[src/hw/e1bo_defs.vh]
// Constants for the E1 backplane offset and framing block
`ifndef E1BO_DEFS_VH
`define E1BO_DEFS_VH

// Register indices; the byte address is four times the index
`define E1BO_IDX_TX_SLOT 10'h044
`define E1BO_IDX_TX_BIT 10'h045
`define E1BO_IDX_RX_OPT 10'h046
`define E1BO_IDX_RX_SUB 10'h047
`define E1BO_IDX_RX_FP 10'h048
`define E1BO_IDX_RX_SLOT 10'h049
`define E1BO_IDX_MODE 10'h060
`define E1BO_IDX_STATUS 10'h061

// Reset values
`define E1BO_RST_TX_SLOT 7'h00
`define E1BO_RST_TX_BIT 4'h0
`define E1BO_RST_RX_OPT 4'hD
`define E1BO_RST_RX_SUB 1'h1
`define E1BO_RST_RX_FP 4'h0
`define E1BO_RST_RX_SLOT 7'h00
`define E1BO_RST_MODE 2'h0

// Field positions
`define E1BO_TXB_EDGE 3
`define E1BO_RXO_DE 3
`define E1BO_RXO_FE 2
`define E1BO_RXO_CMS 1
`define E1BO_RXO_TRI 0
`define E1BO_FP_INV 3
`define E1BO_MODE_TXDBL 0
`define E1BO_MODE_MUX 1

// Frame pulse indication codes
`define E1BO_FPI_BASIC 3'h0
`define E1BO_FPI_CRC 3'h1
`define E1BO_FPI_SIG 3'h2
`define E1BO_FPI_BOTH 3'h3
`define E1BO_FPI_OHD 3'h4

// Frame geometry in bits, minus one, and slot limits
`define E1BO_LAST_BIT_NMUX 10'h0FF
`define E1BO_LAST_BIT_MUX 10'h3FF
`define E1BO_SLOT_MASK_NMUX 7'h1F
`define E1BO_SLOT_TS0 5'h00
`define E1BO_SLOT_TS16 5'h10
`define E1BO_POS_ONE 10'h001

`endif
[src/hw/e1bo_core.v]
// E1 backplane timeslot/bit offset, edge selection and frame pulse logic
//
// The Wishbone register port was decided locally.
`timescale 1ns/1ps
`default_nettype none
`include "e1bo_defs.vh"

module e1bo_core (
	input wire core_clk,
	input wire rst_n,
	input wire wb_cyc_i,
	input wire wb_stb_i,
	input wire wb_we_i,
	input wire [11:0] wb_adr_i,
	input wire [3:0] wb_sel_i,
	input wire [31:0] wb_dat_i,
	output reg [31:0] wb_dat_o,
	output reg wb_ack_o,
	input wire tx_system_clock,
	input wire tx_frame_pulse,
	input wire tx_serial_data_in,
	input wire tx_signaling_in,
	output reg tx_bit_valid,
	output reg tx_bit_data,
	output reg tx_bit_sig,
	output reg [6:0] tx_bit_slot,
	output reg [2:0] tx_bit_pos,
	output reg tx_frame_start,
	input wire rx_system_clock,
	input wire rx_frame_pulse_in,
	input wire line_half_tick,
	input wire line_frame_start,
	input wire line_crc_mf_start,
	input wire line_sig_mf_start,
	input wire rx_line_data,
	input wire rx_line_sig,
	output reg [6:0] rx_line_slot,
	output reg [2:0] rx_line_bit,
	output reg rx_line_take,
	output reg rx_serial_data_out,
	output reg rx_serial_data_oe,
	output reg rx_signaling_out,
	output reg rx_signaling_oe,
	output reg rx_frame_pulse_out,
	output reg rx_frame_pulse_oe,
	output reg rx_clock_out,
	output reg rx_clock_oe
);

	// Registers
	reg [6:0] tx_slot_q;
	reg [3:0] tx_bit_q;
	reg [3:0] rx_opt_q;
	reg rx_sub_q;
	reg [3:0] rx_fp_q;
	reg [6:0] rx_slot_q;
	reg [1:0] mode_q;
	reg tx_locked_q;
	reg rx_locked_q;

	// Bus slave
	wire [9:0] idx = wb_adr_i[11:2];
	wire bus_req = wb_cyc_i & wb_stb_i & ~wb_ack_o;
	wire bus_wr = bus_req & wb_we_i & wb_sel_i[0];
	wire [7:0] wd = wb_dat_i[7:0];
	reg [7:0] rd_d;

	always @* begin
		rd_d = 8'h00;
		if (idx == `E1BO_IDX_TX_SLOT) begin
			rd_d = {1'b0, tx_slot_q};
		end else if (idx == `E1BO_IDX_TX_BIT) begin
			rd_d = {4'h0, tx_bit_q};
		end else if (idx == `E1BO_IDX_RX_OPT) begin
			rd_d = {4'h0, rx_opt_q};
		end else if (idx == `E1BO_IDX_RX_SUB) begin
			rd_d = {7'h00, rx_sub_q};
		end else if (idx == `E1BO_IDX_RX_FP) begin
			rd_d = {3'h0, rx_fp_q, 1'b0};
		end else if (idx == `E1BO_IDX_RX_SLOT) begin
			rd_d = {1'b0, rx_slot_q};
		end else if (idx == `E1BO_IDX_MODE) begin
			rd_d = {6'h00, mode_q};
		end else if (idx == `E1BO_IDX_STATUS) begin
			rd_d = {6'h00, rx_locked_q, tx_locked_q};
		end
	end

	always @(posedge core_clk or negedge rst_n) begin
		if (!rst_n) begin
			wb_ack_o <= 1'b0;
			wb_dat_o <= 32'h00000000;
			tx_slot_q <= `E1BO_RST_TX_SLOT;
			tx_bit_q <= `E1BO_RST_TX_BIT;
			rx_opt_q <= `E1BO_RST_RX_OPT;
			rx_sub_q <= `E1BO_RST_RX_SUB;
			rx_fp_q <= `E1BO_RST_RX_FP;
			rx_slot_q <= `E1BO_RST_RX_SLOT;
			mode_q <= `E1BO_RST_MODE;
		end else begin
			wb_ack_o <= bus_req;
			if (bus_req) begin
				wb_dat_o <= {24'h000000, rd_d};
			end
			if (bus_wr) begin
				if (idx == `E1BO_IDX_TX_SLOT) begin
					tx_slot_q <= wd[6:0];
				end else if (idx == `E1BO_IDX_TX_BIT) begin
					tx_bit_q <= wd[3:0];
				end else if (idx == `E1BO_IDX_RX_OPT) begin
					rx_opt_q <= wd[3:0];
				end else if (idx == `E1BO_IDX_RX_SUB) begin
					rx_sub_q <= wd[0];
				end else if (idx == `E1BO_IDX_RX_FP) begin
					rx_fp_q <= wd[4:1];
				end else if (idx == `E1BO_IDX_RX_SLOT) begin
					rx_slot_q <= wd[6:0];
				end else if (idx == `E1BO_IDX_MODE) begin
					mode_q <= wd[1:0];
				end
			end
		end
	end

	wire muxed = mode_q[`E1BO_MODE_MUX];
	wire [9:0] frame_mask = muxed ? `E1BO_LAST_BIT_MUX : `E1BO_LAST_BIT_NMUX;
	wire [6:0] slot_mask = muxed ? 7'h7F : `E1BO_SLOT_MASK_NMUX;

	// Pin synchronisers
	reg [2:0] tck_s;
	reg [1:0] tfp_s;
	reg [1:0] tdat_s;
	reg [1:0] tsig_s;
	reg [2:0] rck_s;
	reg [1:0] rfp_s;

	always @(posedge core_clk or negedge rst_n) begin
		if (!rst_n) begin
			tck_s <= 3'h0;
			tfp_s <= 2'h0;
			tdat_s <= 2'h0;
			tsig_s <= 2'h0;
			rck_s <= 3'h0;
			rfp_s <= 2'h0;
		end else begin
			tck_s <= {tck_s[1:0], tx_system_clock};
			tfp_s <= {tfp_s[0], tx_frame_pulse};
			tdat_s <= {tdat_s[0], tx_serial_data_in};
			tsig_s <= {tsig_s[0], tx_signaling_in};
			rck_s <= {rck_s[1:0], rx_system_clock};
			rfp_s <= {rfp_s[0], rx_frame_pulse_in};
		end
	end

	// Transmit: falling edge of the system clock is the active edge
	wire tx_edge = tck_s[2] & ~tck_s[1];
	wire tx_dbl = mode_q[`E1BO_MODE_TXDBL];
	reg tx_fp_prev_q;
	reg tx_half_q;
	reg [9:0] tx_cnt_q;
	wire tx_fp_new = tfp_s[1] & ~tx_fp_prev_q;
	wire tx_phase = tx_fp_new ? 1'b0 : tx_half_q;
	wire tx_take = ~tx_dbl | (tx_phase == tx_bit_q[`E1BO_TXB_EDGE]);
	wire [9:0] tx_cnt_d = tx_fp_new ? 10'h000 :
		((tx_cnt_q + `E1BO_POS_ONE) & frame_mask);
	// bit offset added to slot offset
	wire [9:0] tx_off = {(tx_slot_q & slot_mask), tx_bit_q[2:0]};
	wire [9:0] tx_pos = (tx_cnt_d - tx_off) & frame_mask;

	always @(posedge core_clk or negedge rst_n) begin
		if (!rst_n) begin
			tx_fp_prev_q <= 1'b0;
			tx_half_q <= 1'b0;
			tx_cnt_q <= 10'h000;
			tx_locked_q <= 1'b0;
			tx_bit_valid <= 1'b0;
			tx_bit_data <= 1'b0;
			tx_bit_sig <= 1'b0;
			tx_bit_slot <= 7'h00;
			tx_bit_pos <= 3'h0;
			tx_frame_start <= 1'b0;
		end else begin
			tx_bit_valid <= 1'b0;
			tx_frame_start <= 1'b0;
			if (tx_edge) begin
				tx_fp_prev_q <= tfp_s[1];
				tx_half_q <= tx_dbl ? ~tx_phase : 1'b0;
				if (tx_fp_new) begin
					tx_locked_q <= 1'b1;
				end
				// Pulse on an untaken edge: next taken bit is count 0
				if (tx_fp_new & ~tx_take) begin
					tx_cnt_q <= frame_mask;
				end
				if (tx_take) begin
					tx_cnt_q <= tx_cnt_d;
					tx_bit_valid <= 1'b1;
					tx_bit_data <= tdat_s[1];
					tx_bit_sig <= tsig_s[1];
					tx_bit_slot <= tx_pos[9:3];
					tx_bit_pos <= tx_pos[2:0];
					tx_frame_start <= (tx_pos == 10'h000);
				end
			end
		end
	end

	// Receive timing source
	// master uses line timing
	wire rx_master = ~rx_sub_q & ~muxed;
	wire [2:0] fpi = rx_fp_q[2:0];
	wire rx_inv = rx_fp_q[`E1BO_FP_INV];
	reg rck_int_q;
	wire rx_rise = rx_master ? (line_half_tick & ~rck_int_q) :
		(rck_s[1] & ~rck_s[2]);
	wire rx_fall = rx_master ? (line_half_tick & rck_int_q) :
		(rck_s[2] & ~rck_s[1]);
	wire rx_dev = rx_opt_q[`E1BO_RXO_DE] ? rx_rise : rx_fall;
	wire rx_fev = rx_opt_q[`E1BO_RXO_FE] ? rx_rise : rx_fall;
	// double rate only from system clock
	wire rx_dbl = rx_opt_q[`E1BO_RXO_CMS] & ~rx_master;
	reg rx_half_q;
	reg rx_pend_q;
	reg rx_fp_prev_q;
	reg rx_crc_q;
	reg rx_sig_q;
	reg [9:0] rx_cnt_q;
	wire rx_take = rx_dev & (~rx_dbl | ~rx_half_q);
	wire rx_fp_act = rfp_s[1] ^ rx_inv;
	wire rx_fp_new = rx_fev & rx_fp_act & ~rx_fp_prev_q;
	wire rx_no_off = rx_master & (fpi == `E1BO_FPI_OHD);
	wire [9:0] rx_off = rx_no_off ? 10'h000 :
		{(rx_slot_q & slot_mask), 3'h0};
	wire [9:0] rx_cnt_d = rx_pend_q ? 10'h000 :
		((rx_cnt_q + `E1BO_POS_ONE) & frame_mask);
	wire [9:0] rx_next = (rx_cnt_d - rx_off) & frame_mask;
	wire [4:0] rx_ts = rx_cnt_q[7:3];
	reg rx_fp_lvl;

	// Master pulse shape at the current frame position
	always @* begin
		rx_fp_lvl = 1'b0;
		case (fpi)
			`E1BO_FPI_CRC: rx_fp_lvl = (rx_cnt_q == 10'h000) & rx_crc_q;
			`E1BO_FPI_SIG: rx_fp_lvl = (rx_cnt_q == 10'h000) & rx_sig_q;
			`E1BO_FPI_BOTH: begin
				if ((rx_cnt_q == 10'h000) & rx_sig_q) begin
					rx_fp_lvl = 1'b1;
				end else if ((rx_cnt_q == `E1BO_POS_ONE) & rx_crc_q) begin
					rx_fp_lvl = 1'b0;
				end else begin
					rx_fp_lvl = rx_frame_pulse_out ^ rx_inv;
				end
			end
			`E1BO_FPI_OHD: rx_fp_lvl = (rx_ts == `E1BO_SLOT_TS0) |
				(rx_ts == `E1BO_SLOT_TS16);
			default: rx_fp_lvl = (rx_cnt_q == 10'h000);
		endcase
	end

	always @(posedge core_clk or negedge rst_n) begin
		if (!rst_n) begin
			rck_int_q <= 1'b0;
			rx_half_q <= 1'b0;
			rx_pend_q <= 1'b0;
			rx_fp_prev_q <= 1'b0;
			rx_crc_q <= 1'b0;
			rx_sig_q <= 1'b0;
			rx_cnt_q <= 10'h000;
			rx_locked_q <= 1'b0;
			rx_line_slot <= 7'h00;
			rx_line_bit <= 3'h0;
			rx_line_take <= 1'b0;
			rx_serial_data_out <= 1'b0;
			rx_serial_data_oe <= 1'b0;
			rx_signaling_out <= 1'b0;
			rx_signaling_oe <= 1'b0;
			rx_frame_pulse_out <= 1'b0;
			rx_frame_pulse_oe <= 1'b0;
			rx_clock_out <= 1'b0;
			rx_clock_oe <= 1'b0;
		end else begin
			rx_line_take <= 1'b0;
			if (line_half_tick) begin
				rck_int_q <= ~rck_int_q;
			end
			rx_clock_out <= rck_int_q;
			rx_clock_oe <= rx_master;
			rx_frame_pulse_oe <= rx_master;
			rx_serial_data_oe <= ~rx_opt_q[`E1BO_RXO_TRI];
			rx_signaling_oe <= ~rx_opt_q[`E1BO_RXO_TRI];
			if (rx_master) begin
				if (line_frame_start) begin
					rx_pend_q <= 1'b1;
					rx_locked_q <= 1'b1;
					rx_crc_q <= line_crc_mf_start;
					rx_sig_q <= line_sig_mf_start;
				end
			end else if (rx_fev) begin
				rx_fp_prev_q <= rx_fp_act;
				if (rx_fp_new) begin
					rx_pend_q <= 1'b1;
					rx_locked_q <= 1'b1;
				end
			end
			if (rx_master & rx_fev) begin
				rx_frame_pulse_out <= rx_fp_lvl ^ rx_inv;
			end
			if (rx_dev & rx_dbl) begin
				rx_half_q <= rx_pend_q ? 1'b1 : ~rx_half_q;
			end
			// Next position is published ahead so the line side can stage it
			rx_line_slot <= rx_next[9:3];
			rx_line_bit <= rx_next[2:0];
			if (rx_take) begin
				rx_cnt_q <= rx_cnt_d;
				if (~(rx_master & line_frame_start)) begin
					rx_pend_q <= 1'b0;
				end
				rx_serial_data_out <= rx_line_data;
				rx_signaling_out <= rx_line_sig;
				rx_line_take <= 1'b1;
			end
		end
	end

endmodule
`default_nettype wire

[config.mk]
export PLATFORM = sky130hd
export DESIGN_NAME = e1bo_core
export DESIGN_NICKNAME = d
export VERILOG_FILES = /design/src/hw/e1bo_core.v
export VERILOG_INCLUDE_DIRS = /design/src /design/src/hw
export SDC_FILE = /design/constraint.sdc
export NUM_CORES = 1
export LEC_CHECK = 0
export BUFFER_PORTS_ARGS = -buffer_cell sky130_fd_sc_hd__clkbuf_2
export CORE_MARGIN = 1.5
export CORE_UTILIZATION = 59
export CTS_CLUSTER_SIZE = 24
export DETAILED_ROUTE_END_ITERATION = 10
export PLACE_DENSITY = 0.94
export SETUP_SLACK_MARGIN = 0.2
export SLEW_MARGIN = 15
export SYNTH_ARGS = -nofsm -noshare
export SYNTH_HDL_FRONTEND = slang
export SYNTH_SLANG_ARGS = --single-unit
[constraint.sdc]
create_clock -name core_clk -period 8.8 [get_ports core_clk]
set_clock_uncertainty 0.15 [all_clocks]
set_input_delay 1.76 -clock core_clk [delete_from_list [all_inputs] [get_ports core_clk]]
set_output_delay 1.76 -clock core_clk [all_outputs]
set_load 0.01 [all_outputs]
Yosys cells after proc, flatten, opt, wreduce, memory -nomap -nowiden:

Cells that the tools add are included.

* output and inout bits: 66
* register bits: 113
* logic and storage cells: 178
* input bits: 65

* equal/unequal tests: 16
* bitwise logic cells: 57
* reduce and logical (&&, ||, !) cells: 19
* mux-type cells: 40
* add/subtract/negate cells: 4

Operators with widths (count)
* 10-bit by 7-bit equality test with 1-bit output (second input constant): 8
* 10-bit 2-to-1 mux: 6
* 10-bit bitwise AND: 4
* 7-bit 2-to-1 mux: 5
* 1-bit 2-to-1 mux: 24
* 1-bit bitwise AND: 23
* 1-bit NOT: 22
* 10-bit by 1-bit adder with 10-bit output (second input constant): 2
* 10-bit logical NOT: 2
* 10-bit subtractor: 2
* 8-bit 2-to-1 mux: 2
* 7-bit bitwise AND: 2
* 2-bit AND reduction: 6
* 10-bit by 1-bit equality test with 1-bit output (second input constant): 1
* 8-bit AND reduction: 1
* 7-bit AND reduction: 1
* 3-bit by 2-bit equality test with 1-bit output (second input constant): 2
* 3-bit AND reduction: 2
* 6-bit AND reduction: 1
* 2-bit nonzero test: 3
* 5-bit equality test (second input constant): 1
* 5-bit logical NOT: 1
* 5-bit AND reduction: 1
* 2-bit 2-to-1 mux: 2
* 8 further kinds: 12

Longest topological paths before layout:

Gate-level depths: netlist (run 1).

* depth after elaboration: 11
* mapped depth: 12
* mapped depth without buffers: 12

Worst setup path before layout (run 1):

OpenSTA, ideal clock, no wires.

* path type: input -> register
* start point: input port wb_adr_i[6]
* end point: register tx_bit_q[0]
* stages on the path: 5
* path buffers: 0
* data arrival time: 3.240 ns
* path slack: 5.285 ns
* path through: nor4b_2 -> nand3b_1 -> or3_4 -> or3_4 -> mux2_4

* word-level cells in the longest chain between the ends: 3
* elaborated cells on any way between the ends: 4

RTL lines
* start, declared: RTL line e1bo_core.v:14 `input wire [11:0] wb_adr_i,`
* 10-bit by 7-bit equality test with 1-bit output (no line)
* 1-bit NOT (no line)
* 3-bit AND reduction (no line) (*)
* end signal, assigned: RTL line e1bo_core.v:94 `` tx_bit_q <= `E1BO_RST_TX_BIT; ``
* end signal, assigned: RTL line e1bo_core.v:109 `tx_bit_q <= wd[3:0];`
* end, declared: RTL line e1bo_core.v:52 `reg [3:0] tx_bit_q;`

Mark *: on every way between the ends. The rest lies on a longest branch, timed or not.
A chain may end at the register's enable or synchronous reset.

Worst setup path in the final report (run 1):

* start point: register mode_q[1]
* end point: register rx_line_slot[6]

* word-level cells in the longest chain between the ends: 6
* elaborated cells on any way between the ends: 11

RTL lines
* start, declared: RTL line e1bo_core.v:57 `reg [1:0] mode_q;`
* start signal, assigned: RTL line e1bo_core.v:99 `` mode_q <= `E1BO_RST_MODE; ``
* start signal, assigned: RTL line e1bo_core.v:119 `mode_q <= wd[1:0];`
* 1-bit NOT: RTL line e1bo_core.v:210 `wire rx_master = ~rx_sub_q & ~muxed;`
* 1-bit bitwise AND: RTL line e1bo_core.v:210
* net rx_master: RTL line e1bo_core.v:210
* 1-bit bitwise AND: RTL line e1bo_core.v:231 `` wire rx_no_off = rx_master & (fpi == `E1BO_FPI_OHD); ``
* 10-bit 2-to-1 mux: RTL line e1bo_core.v:232 `wire [9:0] rx_off = rx_no_off ? 10'h000 :`
* 10-bit subtractor: RTL line e1bo_core.v:236 `wire [9:0] rx_next = (rx_cnt_d - rx_off) & frame_mask;`
* 10-bit bitwise AND: RTL line e1bo_core.v:236
* net rx_next[9]: RTL line e1bo_core.v:236
* end signal, assigned: RTL line e1bo_core.v:313 `rx_line_slot <= rx_next[9:3];`
* end, declared: RTL line e1bo_core.v:37 `output reg [6:0] rx_line_slot,`

The timed path passes the listed nets, and every way through them passes these cells.

==> results of run 1 <==
==> layout make-up <==
cell class | instances | area share (%)
Timing Repair Buffer | 76 | 5.90
Clock buffer | 13 | 2.59
Tap cell | 133 | 2.55
Multi-Input combinational cell | 419 | 43.6
Sequential cell | 112 | 43.0
Inverter | 29 | 1.67
Clock inverter | 3 | 0.709
==> routing by layer <==
metal	vias up	wire [microns]
li1	2101	-
met1	2199	5360
met2	202	6180
met3	37	1010
met4	0	344
met5	-	0
==> cell usage in the layout (no fill, tap or decap), types with 3 or more instances in the layout <==
master	n
dfrtp_1	108
clkbuf_2	74
nand2_1	73
o21ai_0	33
mux2_2	33
nor2_1	30
inv_1	27
conb_1	25
a21oi_1	22
ha_1	20
xnor2_1	14
nand3_1	13
nor3_1	12
clkbuf_8	12
nand2b_1	11
mux2i_1	11
xor2_1	10
or3_1	7
mux2_1	7
nor2b_1	6
and3_1	6
o21a_1	6
nand4_1	5
a21boi_0	4
nor4_1	4
a31oi_1	4
mux2_4	4
dfstp_2	4
and2_1	3
o21ai_1	3
a211oi_1	3
a32oi_1	3
o22ai_1	3
o22a_1	3
==> state kept, by name, summed over array words and instances (netlist names), 2 cells and up <==
name	count
rx_cnt_q	10
tx_cnt_q	10
rx_line_slot	7
rx_slot_q	7
tx_bit_slot	7
tx_slot_q	7
wb_dat_o	7
rx_fp_q	4
rx_opt_q	4
tx_bit_q	4
rck_s	3
rx_line_bit	3
tck_s	3
tx_bit_pos	3
mode_q	2
rfp_s	2
tdat_s	2
tfp_s	2
tsig_s	2
==> cell families (layout without fill, tap and decap cells) <==
logic type	Yosys count	count (layout)	synth area share, %
and+or+nand+nor	189	189	15.9
other	1	25	0.0633
DFF	112	112	47.4
muxes	55	55	10.5
AOI/OAI and AO/OA	104	104	11.5
adders and majority gates	22	22	4.90
buffers and inverters	70	121	6.21
xor gates and xnor gates	24	24	3.55
==> cells in the mapped netlist, drive strengths merged (2+ instances only) <==
| master | n |
|---|---|
| nand2b | 12 |
| o31a | 2 |
| a221o | 2 |
| a211o | 2 |
| dfrtp | 108 |
| a21oi | 22 |
| o221ai | 2 |
| nand3b | 2 |
| and3 | 7 |
| a32oi | 3 |
| a31oi | 5 |
| o22a | 3 |
| nand4 | 5 |
| a2111oi | 2 |
| o22ai | 3 |
| and4 | 2 |
| nand2 | 73 |
| mux2 | 44 |
| inv | 29 |
| nor3b | 2 |
| and2 | 3 |
| nor4 | 4 |
| xor2 | 10 |
| nor2b | 6 |
| nor3 | 12 |
| o21ai | 37 |
| buf | 30 |
| or2 | 3 |
| o21a | 6 |
| clkbuf | 11 |
| nand3 | 13 |
| or3 | 9 |
| mux2i | 11 |
| a211oi | 3 |
| ha | 20 |
| dfstp | 4 |
| nor2 | 31 |
| a21boi | 4 |
| xnor2 | 14 |
| fa | 2 |
==> report_power, final <==
part	internal (W)	total, W	switching, W
clock	0.000156	0.000327	0.000171
combinational	0.000148	0.000345	0.000197
sequential	0.000568	0.000615	0.0000467
total	0.000872	0.00129	0.000414
==> per-stage QoR <==
stage	hold WS (ps)	cells	utilization (%)	instance area [sq um]
global placement	183	769	64.6	6310
CTS	207	785	66.8	6530
detailed placement	186	769	64.6	6310
finish	207	785	66.8	6530
floorplan	181	601	-	6020
global route	213	785	66.8	6530
==> worst paths after layout <==
kind	startpoint	slack (ps)	endpoint	cells after the start
worst max-delay path	mode_q[1]	5080	rx_line_slot[6]	12
worst min-delay path	rfp_s[0]	210	rfp_s[1]	0
worst max register to register	mode_q[1]	5080	rx_line_slot[6]	12
worst min register to register	rfp_s[0]	210	rfp_s[1]	0
max in group asynchronous	rst_n	6100	tx_bit_pos[1]	2
min in group asynchronous	rst_n	1240	rfp_s[0]	1
==> critical path, cell delays in order, from the launching register on <==
cell      delay (ps)
dfrtp_1          610
or2_1            390
inv_2            180
nand3_1          190
and2_1           230
ha_1             210
fa_1             400
nand2b_1         150
a21boi_0         250
o21a_1           200
nor4_1            60
a311oi_1         360
mux2i_1          240
==> flow_summary.yaml, run 1 <==
status:
  status: "complete, no violations"
power_and_ir_drop:
  vdd_drop_max_mv: 0.140
  power_density_mw_per_mm2: 197
  p_leak_nw: 3.06
  finalPower_w: 0.00129
route:
  vias: 4539
  wl_per_cell_microns: 16.4
  wl_microns: 12900
  ant_nets: 0
  drc: 0
  firstDrtPassIters: 5
  via_per_inst: 5.78
  drt_iter0_markers: 280
global_route:
  track_usage_pct: 25.7
  grt_overflow_total: 0
  use_met3_pct: 6.85
  gr-usage-met2_pct: 40.8
  busiest_layer: "met2"
  antenna_found_initial: 0
  met1_usage_pct: 34.3
  grt_pass1_wl_microns: 20900
  grt_max_degree: 58
  grt_pass1_vias: 4387
synthesis:
  synth_top_area_share_pct: 45.6
  seq_area_frac_synth_pct: 47.4
  yosys_warnings: 0
  synthTopCellsByArea: "dfrtp_1, mux2_2, nand2_1"
  synth_edf_count: 0
  netlist_instances: 577
  ys_types: 66
  syn_avg_cell_area_sq_um: 10.3
  postSynth.asyncResetShare_pct: 100
  ys_ff_latch: 112
  syn_area_sq_mm: 0.00593
  yosysTopAreaCell: "dfrtp_1"
  synthFlopType: "dfrtp_1"
floorplan:
  io-pin-count: 131
  start_util_pct: 60.7
  die_height_microns: 103
  die_w_microns: 103
  coreArea_sq_mm: 0.00977
  fp-row-count: 36
  die_area_sq_mm: 0.0107
sta:
  hold_viol: 0
  fin_crit_sh_pct: 42.3
  relSlewSlack_pct: 34.0
  max_freq_mhz: 269
  setup_tns_ps: 0
  worstMarginPinSlew_ps: 986
  rsz0062_at_grt: "false"
  final_max_slew_viol_count: 0
  setup-violations-final: 0
  fin_ws_ps: 5080
  min_period_ps: 3720
critical_path:
  cp_data_arrival_time_ps: 3880
  start_kind: "register"
  crit_fanout: 14
  crit_type: "reg -> reg"
  critPathCaptureType: "register"
  worstPathRequired_ps: 8950
layout:
  area_delta_synth_final_pct: 10.1
  multi_input_area_sq_mm: 0.00284
  drive_above_1_share_pct: 22.4
  final_nets: 734
  antenna_cells: 0
  nFillCells: 744
  seq_area_sq_mm: 0.00281
clocking:
  clk_transition_reported_paths_ps: 100
  clockBufferDepth: 2
  h-tree-depth: 3
  ctsHoldBuffers: 0
  post_cts_buffers: 0
  cts_made_buffers: 9
  clock_latency_ps: 390
  clock-root-buffer: "clkbuf_8"
  numClockSinks: 112
  tritoncts: "yes"
  post_cts_resized: 0
place:
  dp_slack_ps: 4990
  hpwl_microns: 9430
  place_congestion: 1.00
  portBuffers: 75
run:
  drv_cap: 0
worst_hold_path:
  min_path_type: "reg -> reg"
(Power assumes the default switching activity.)
==> run 2: changes to the inputs <==
--- a/config.mk
+++ b/config.mk
@@ -8,10 +8,10 @@
 export LEC_CHECK = 0
 export BUFFER_PORTS_ARGS = -buffer_cell sky130_fd_sc_hd__clkbuf_2
 export CORE_MARGIN = 1.5
-export CORE_UTILIZATION = 59
+export CORE_UTILIZATION = 49
 export CTS_CLUSTER_SIZE = 24
 export DETAILED_ROUTE_END_ITERATION = 10
-export PLACE_DENSITY = 0.94
+export PLACE_DENSITY = 0.84
 export SETUP_SLACK_MARGIN = 0.2
 export SLEW_MARGIN = 15
 export SYNTH_ARGS = -nofsm -noshare
==> constraint.sdc (replaced) <==
create_clock -name core_clk -period 3 [get_ports core_clk]
set_clock_uncertainty 0.15 [all_clocks]
set_input_delay 0.6 -clock core_clk [delete_from_list [all_inputs] [get_ports core_clk]]
set_output_delay 0.6 -clock core_clk [all_outputs]
set_load 0.01 [all_outputs]
==> flow_summary.yaml, run 2 (same netlist as run 1, synthesis figures left out) <==
status:
  status: "complete, no violations"
layout:
  area_delta_synth_final_pct: 20.8
  drive_above_1_share_pct: 33.0
  final_core_util_pct: 61.7
  antenna_cells: 0
  top_regs: "rx_cnt_q: 10 flops, tx_cnt_q: 10 flops"
  layout_commonest_cell: "dfrtp_1"
  final_nets: 767
  layout_common_cells: "dfrtp_1, clkbuf_2, nand2_1"
critical_path:
  crit_top_cell: "buf_4"
  crit_slowest_cell: "or3_1"
  worstPathCellList: "buf_4 > ha_4 > and2_4 > fa_2 > a211oi_2 > buf_4 > o21bai_1 > a21oi_2 > xnor2_1 > or3_1 > a2111oi_2"
  crit_fanout: 3
  cp_data_arrival_time_ps: 2920
  crit_type: "reg -> reg"
  start_kind: "register"
  worstPathRequired_ps: 3100
  critPathCaptureType: "register"
  max_stage_delay_ps: 390
floorplan:
  start_util_pct: 51.0
  io-pin-count: 131
  coreArea_sq_mm: 0.0116
  die_w_microns: 113
  die_height_microns: 113
  die_area_sq_mm: 0.0128
  fp-row-count: 39
power_and_ir_drop:
  vdd_drop_max_mv: 0.292
  finalPower_w: 0.00433
  power_density_mw_per_mm2: 604
  p_leak_nw: 3.28
sta:
  worstMarginPinSlew_ps: 666
  rsz0062_at_grt: "true"
  fin_crit_sh_pct: 94.0
  min_period_ps: 2820
  max_freq_mhz: 355
  setup-violations-final: 0
  final_max_slew_viol_count: 0
  relSlewSlack_pct: 55.2
  hold_viol: 0
place:
  hpwl_microns: 9840
  portBuffers: 75
  place_congestion: 0.910
clocking:
  clock-root-buffer: "clkbuf_16"
  numClockSinks: 112
  h-tree-depth: 3
  cts_made_buffers: 9
  clock_latency_ps: 360
  tritoncts: "yes"
  ctsHoldBuffers: 0
  clk_transition_reported_paths_ps: 70
  clockBufferDepth: 2
global_route:
  grt_pass1_wl_microns: 22500
  grt_pass1_vias: 4556
  antenna_found_initial: 0
  grt_max_degree: 113
  grt_overflow_total: 0
  track_usage_pct: 22.5
route:
  drt_iter0_markers: 377
  vias: 4666
  firstDrtPassIters: 6
  wl_microns: 14000
  via_per_inst: 5.64
  wl_per_cell_microns: 16.9
  drc: 0
  ant_nets: 0
run:
  drv_cap: 0
worst_hold_path:
  min_path_type: "in -> async"
[run 2: through the flow]
| step | instance area (sq um) | setup TNS, ps | setup WS (ps) | std cells | hold slack [ps] |
|---|---|---|---|---|---|
| after floorplan | 6030 | 0 | 193 | 601 | 154 |
| after global routing | 7160 | 0 | 74.2 | 828 | 190 |
| final | 7160 | 0 | 181 | 828 | 137 |
| after detailed placement | 6450 | -88.8 | -88.8 | 793 | 185 |
| after global placement | 6450 | 0 | 78.6 | 793 | 182 |
| after CTS | 7020 | 0 | 199 | 822 | 192 |
[run 2: layout make-up]
| type | count | area [sq um] |
|---|---|---|
| Clock buffer | 10 | 229 |
| Clock inverter | 6 | 67.6 |
| Fill cell | 915 | 4450 |
| Inverter | 29 | 111 |
| Multi-Input combinational cell | 419 | 3110 |
| Sequential cell | 112 | 2820 |
| Tap cell | 143 | 179 |
| Timing Repair Buffer | 109 | 646 |
[run 2: per-layer routing]
layer / global-route usage [%] / vias to the layer above / part of all wire [%]
met1: 30.2 / 2291 / 44
met3: 3.54 / 27 / 5.7
li1: - / 2169 / -
met2: 36.6 / 179 / 48
met4: 9.33 / 0 / 2.5
met5: 0 / - / 0
[run 2: report_power, final]
group	leakage, nW	switching [W]	total (W)	internal [W]
clock network	0.139	0.000564	0.00122	0.000652
logic	1.72	0.000676	0.00130	0.000625
registers	1.43	0.000138	0.00181	0.00167
total	3.28	0.00138	0.00433	0.00295
[run 2: worst max-delay path, delay by kind of cell (launching register included)]
family	cells	cell delay, ps
xor gates and xnor gates	1	100
adders and majority gates	2	590
AOI/OAI and AO/OA	4	670
buffers and inverters	2	290
DFF	1	380
and+or+nand+nor	2	540
[run 2: path summary, 6_finish.rpt]
check	from	endpoint	slack [ps]	cells past startpoint
min in group core_clk	tx_serial_data_in	tdat_s[0]	200	1
max reg2reg	tx_cnt_q[0]	tx_frame_start	180	11
max in group asynchronous	rst_n	tx_cnt_q[2]	2060	2
max	tx_cnt_q[0]	tx_frame_start	180	11
min	rst_n	rfp_s[0]	140	2
min reg2reg	tsig_s[0]	tsig_s[1]	200	0
[run 2: timing repair]
action / in CTS / in global routing
gates resized for setup: 36 / 24
endpoints found under the setup margin: 4 / 5
hold endpoints to repair: 0 / 0
pin swaps: 18 / 23
buffers inserted: 13 / 6
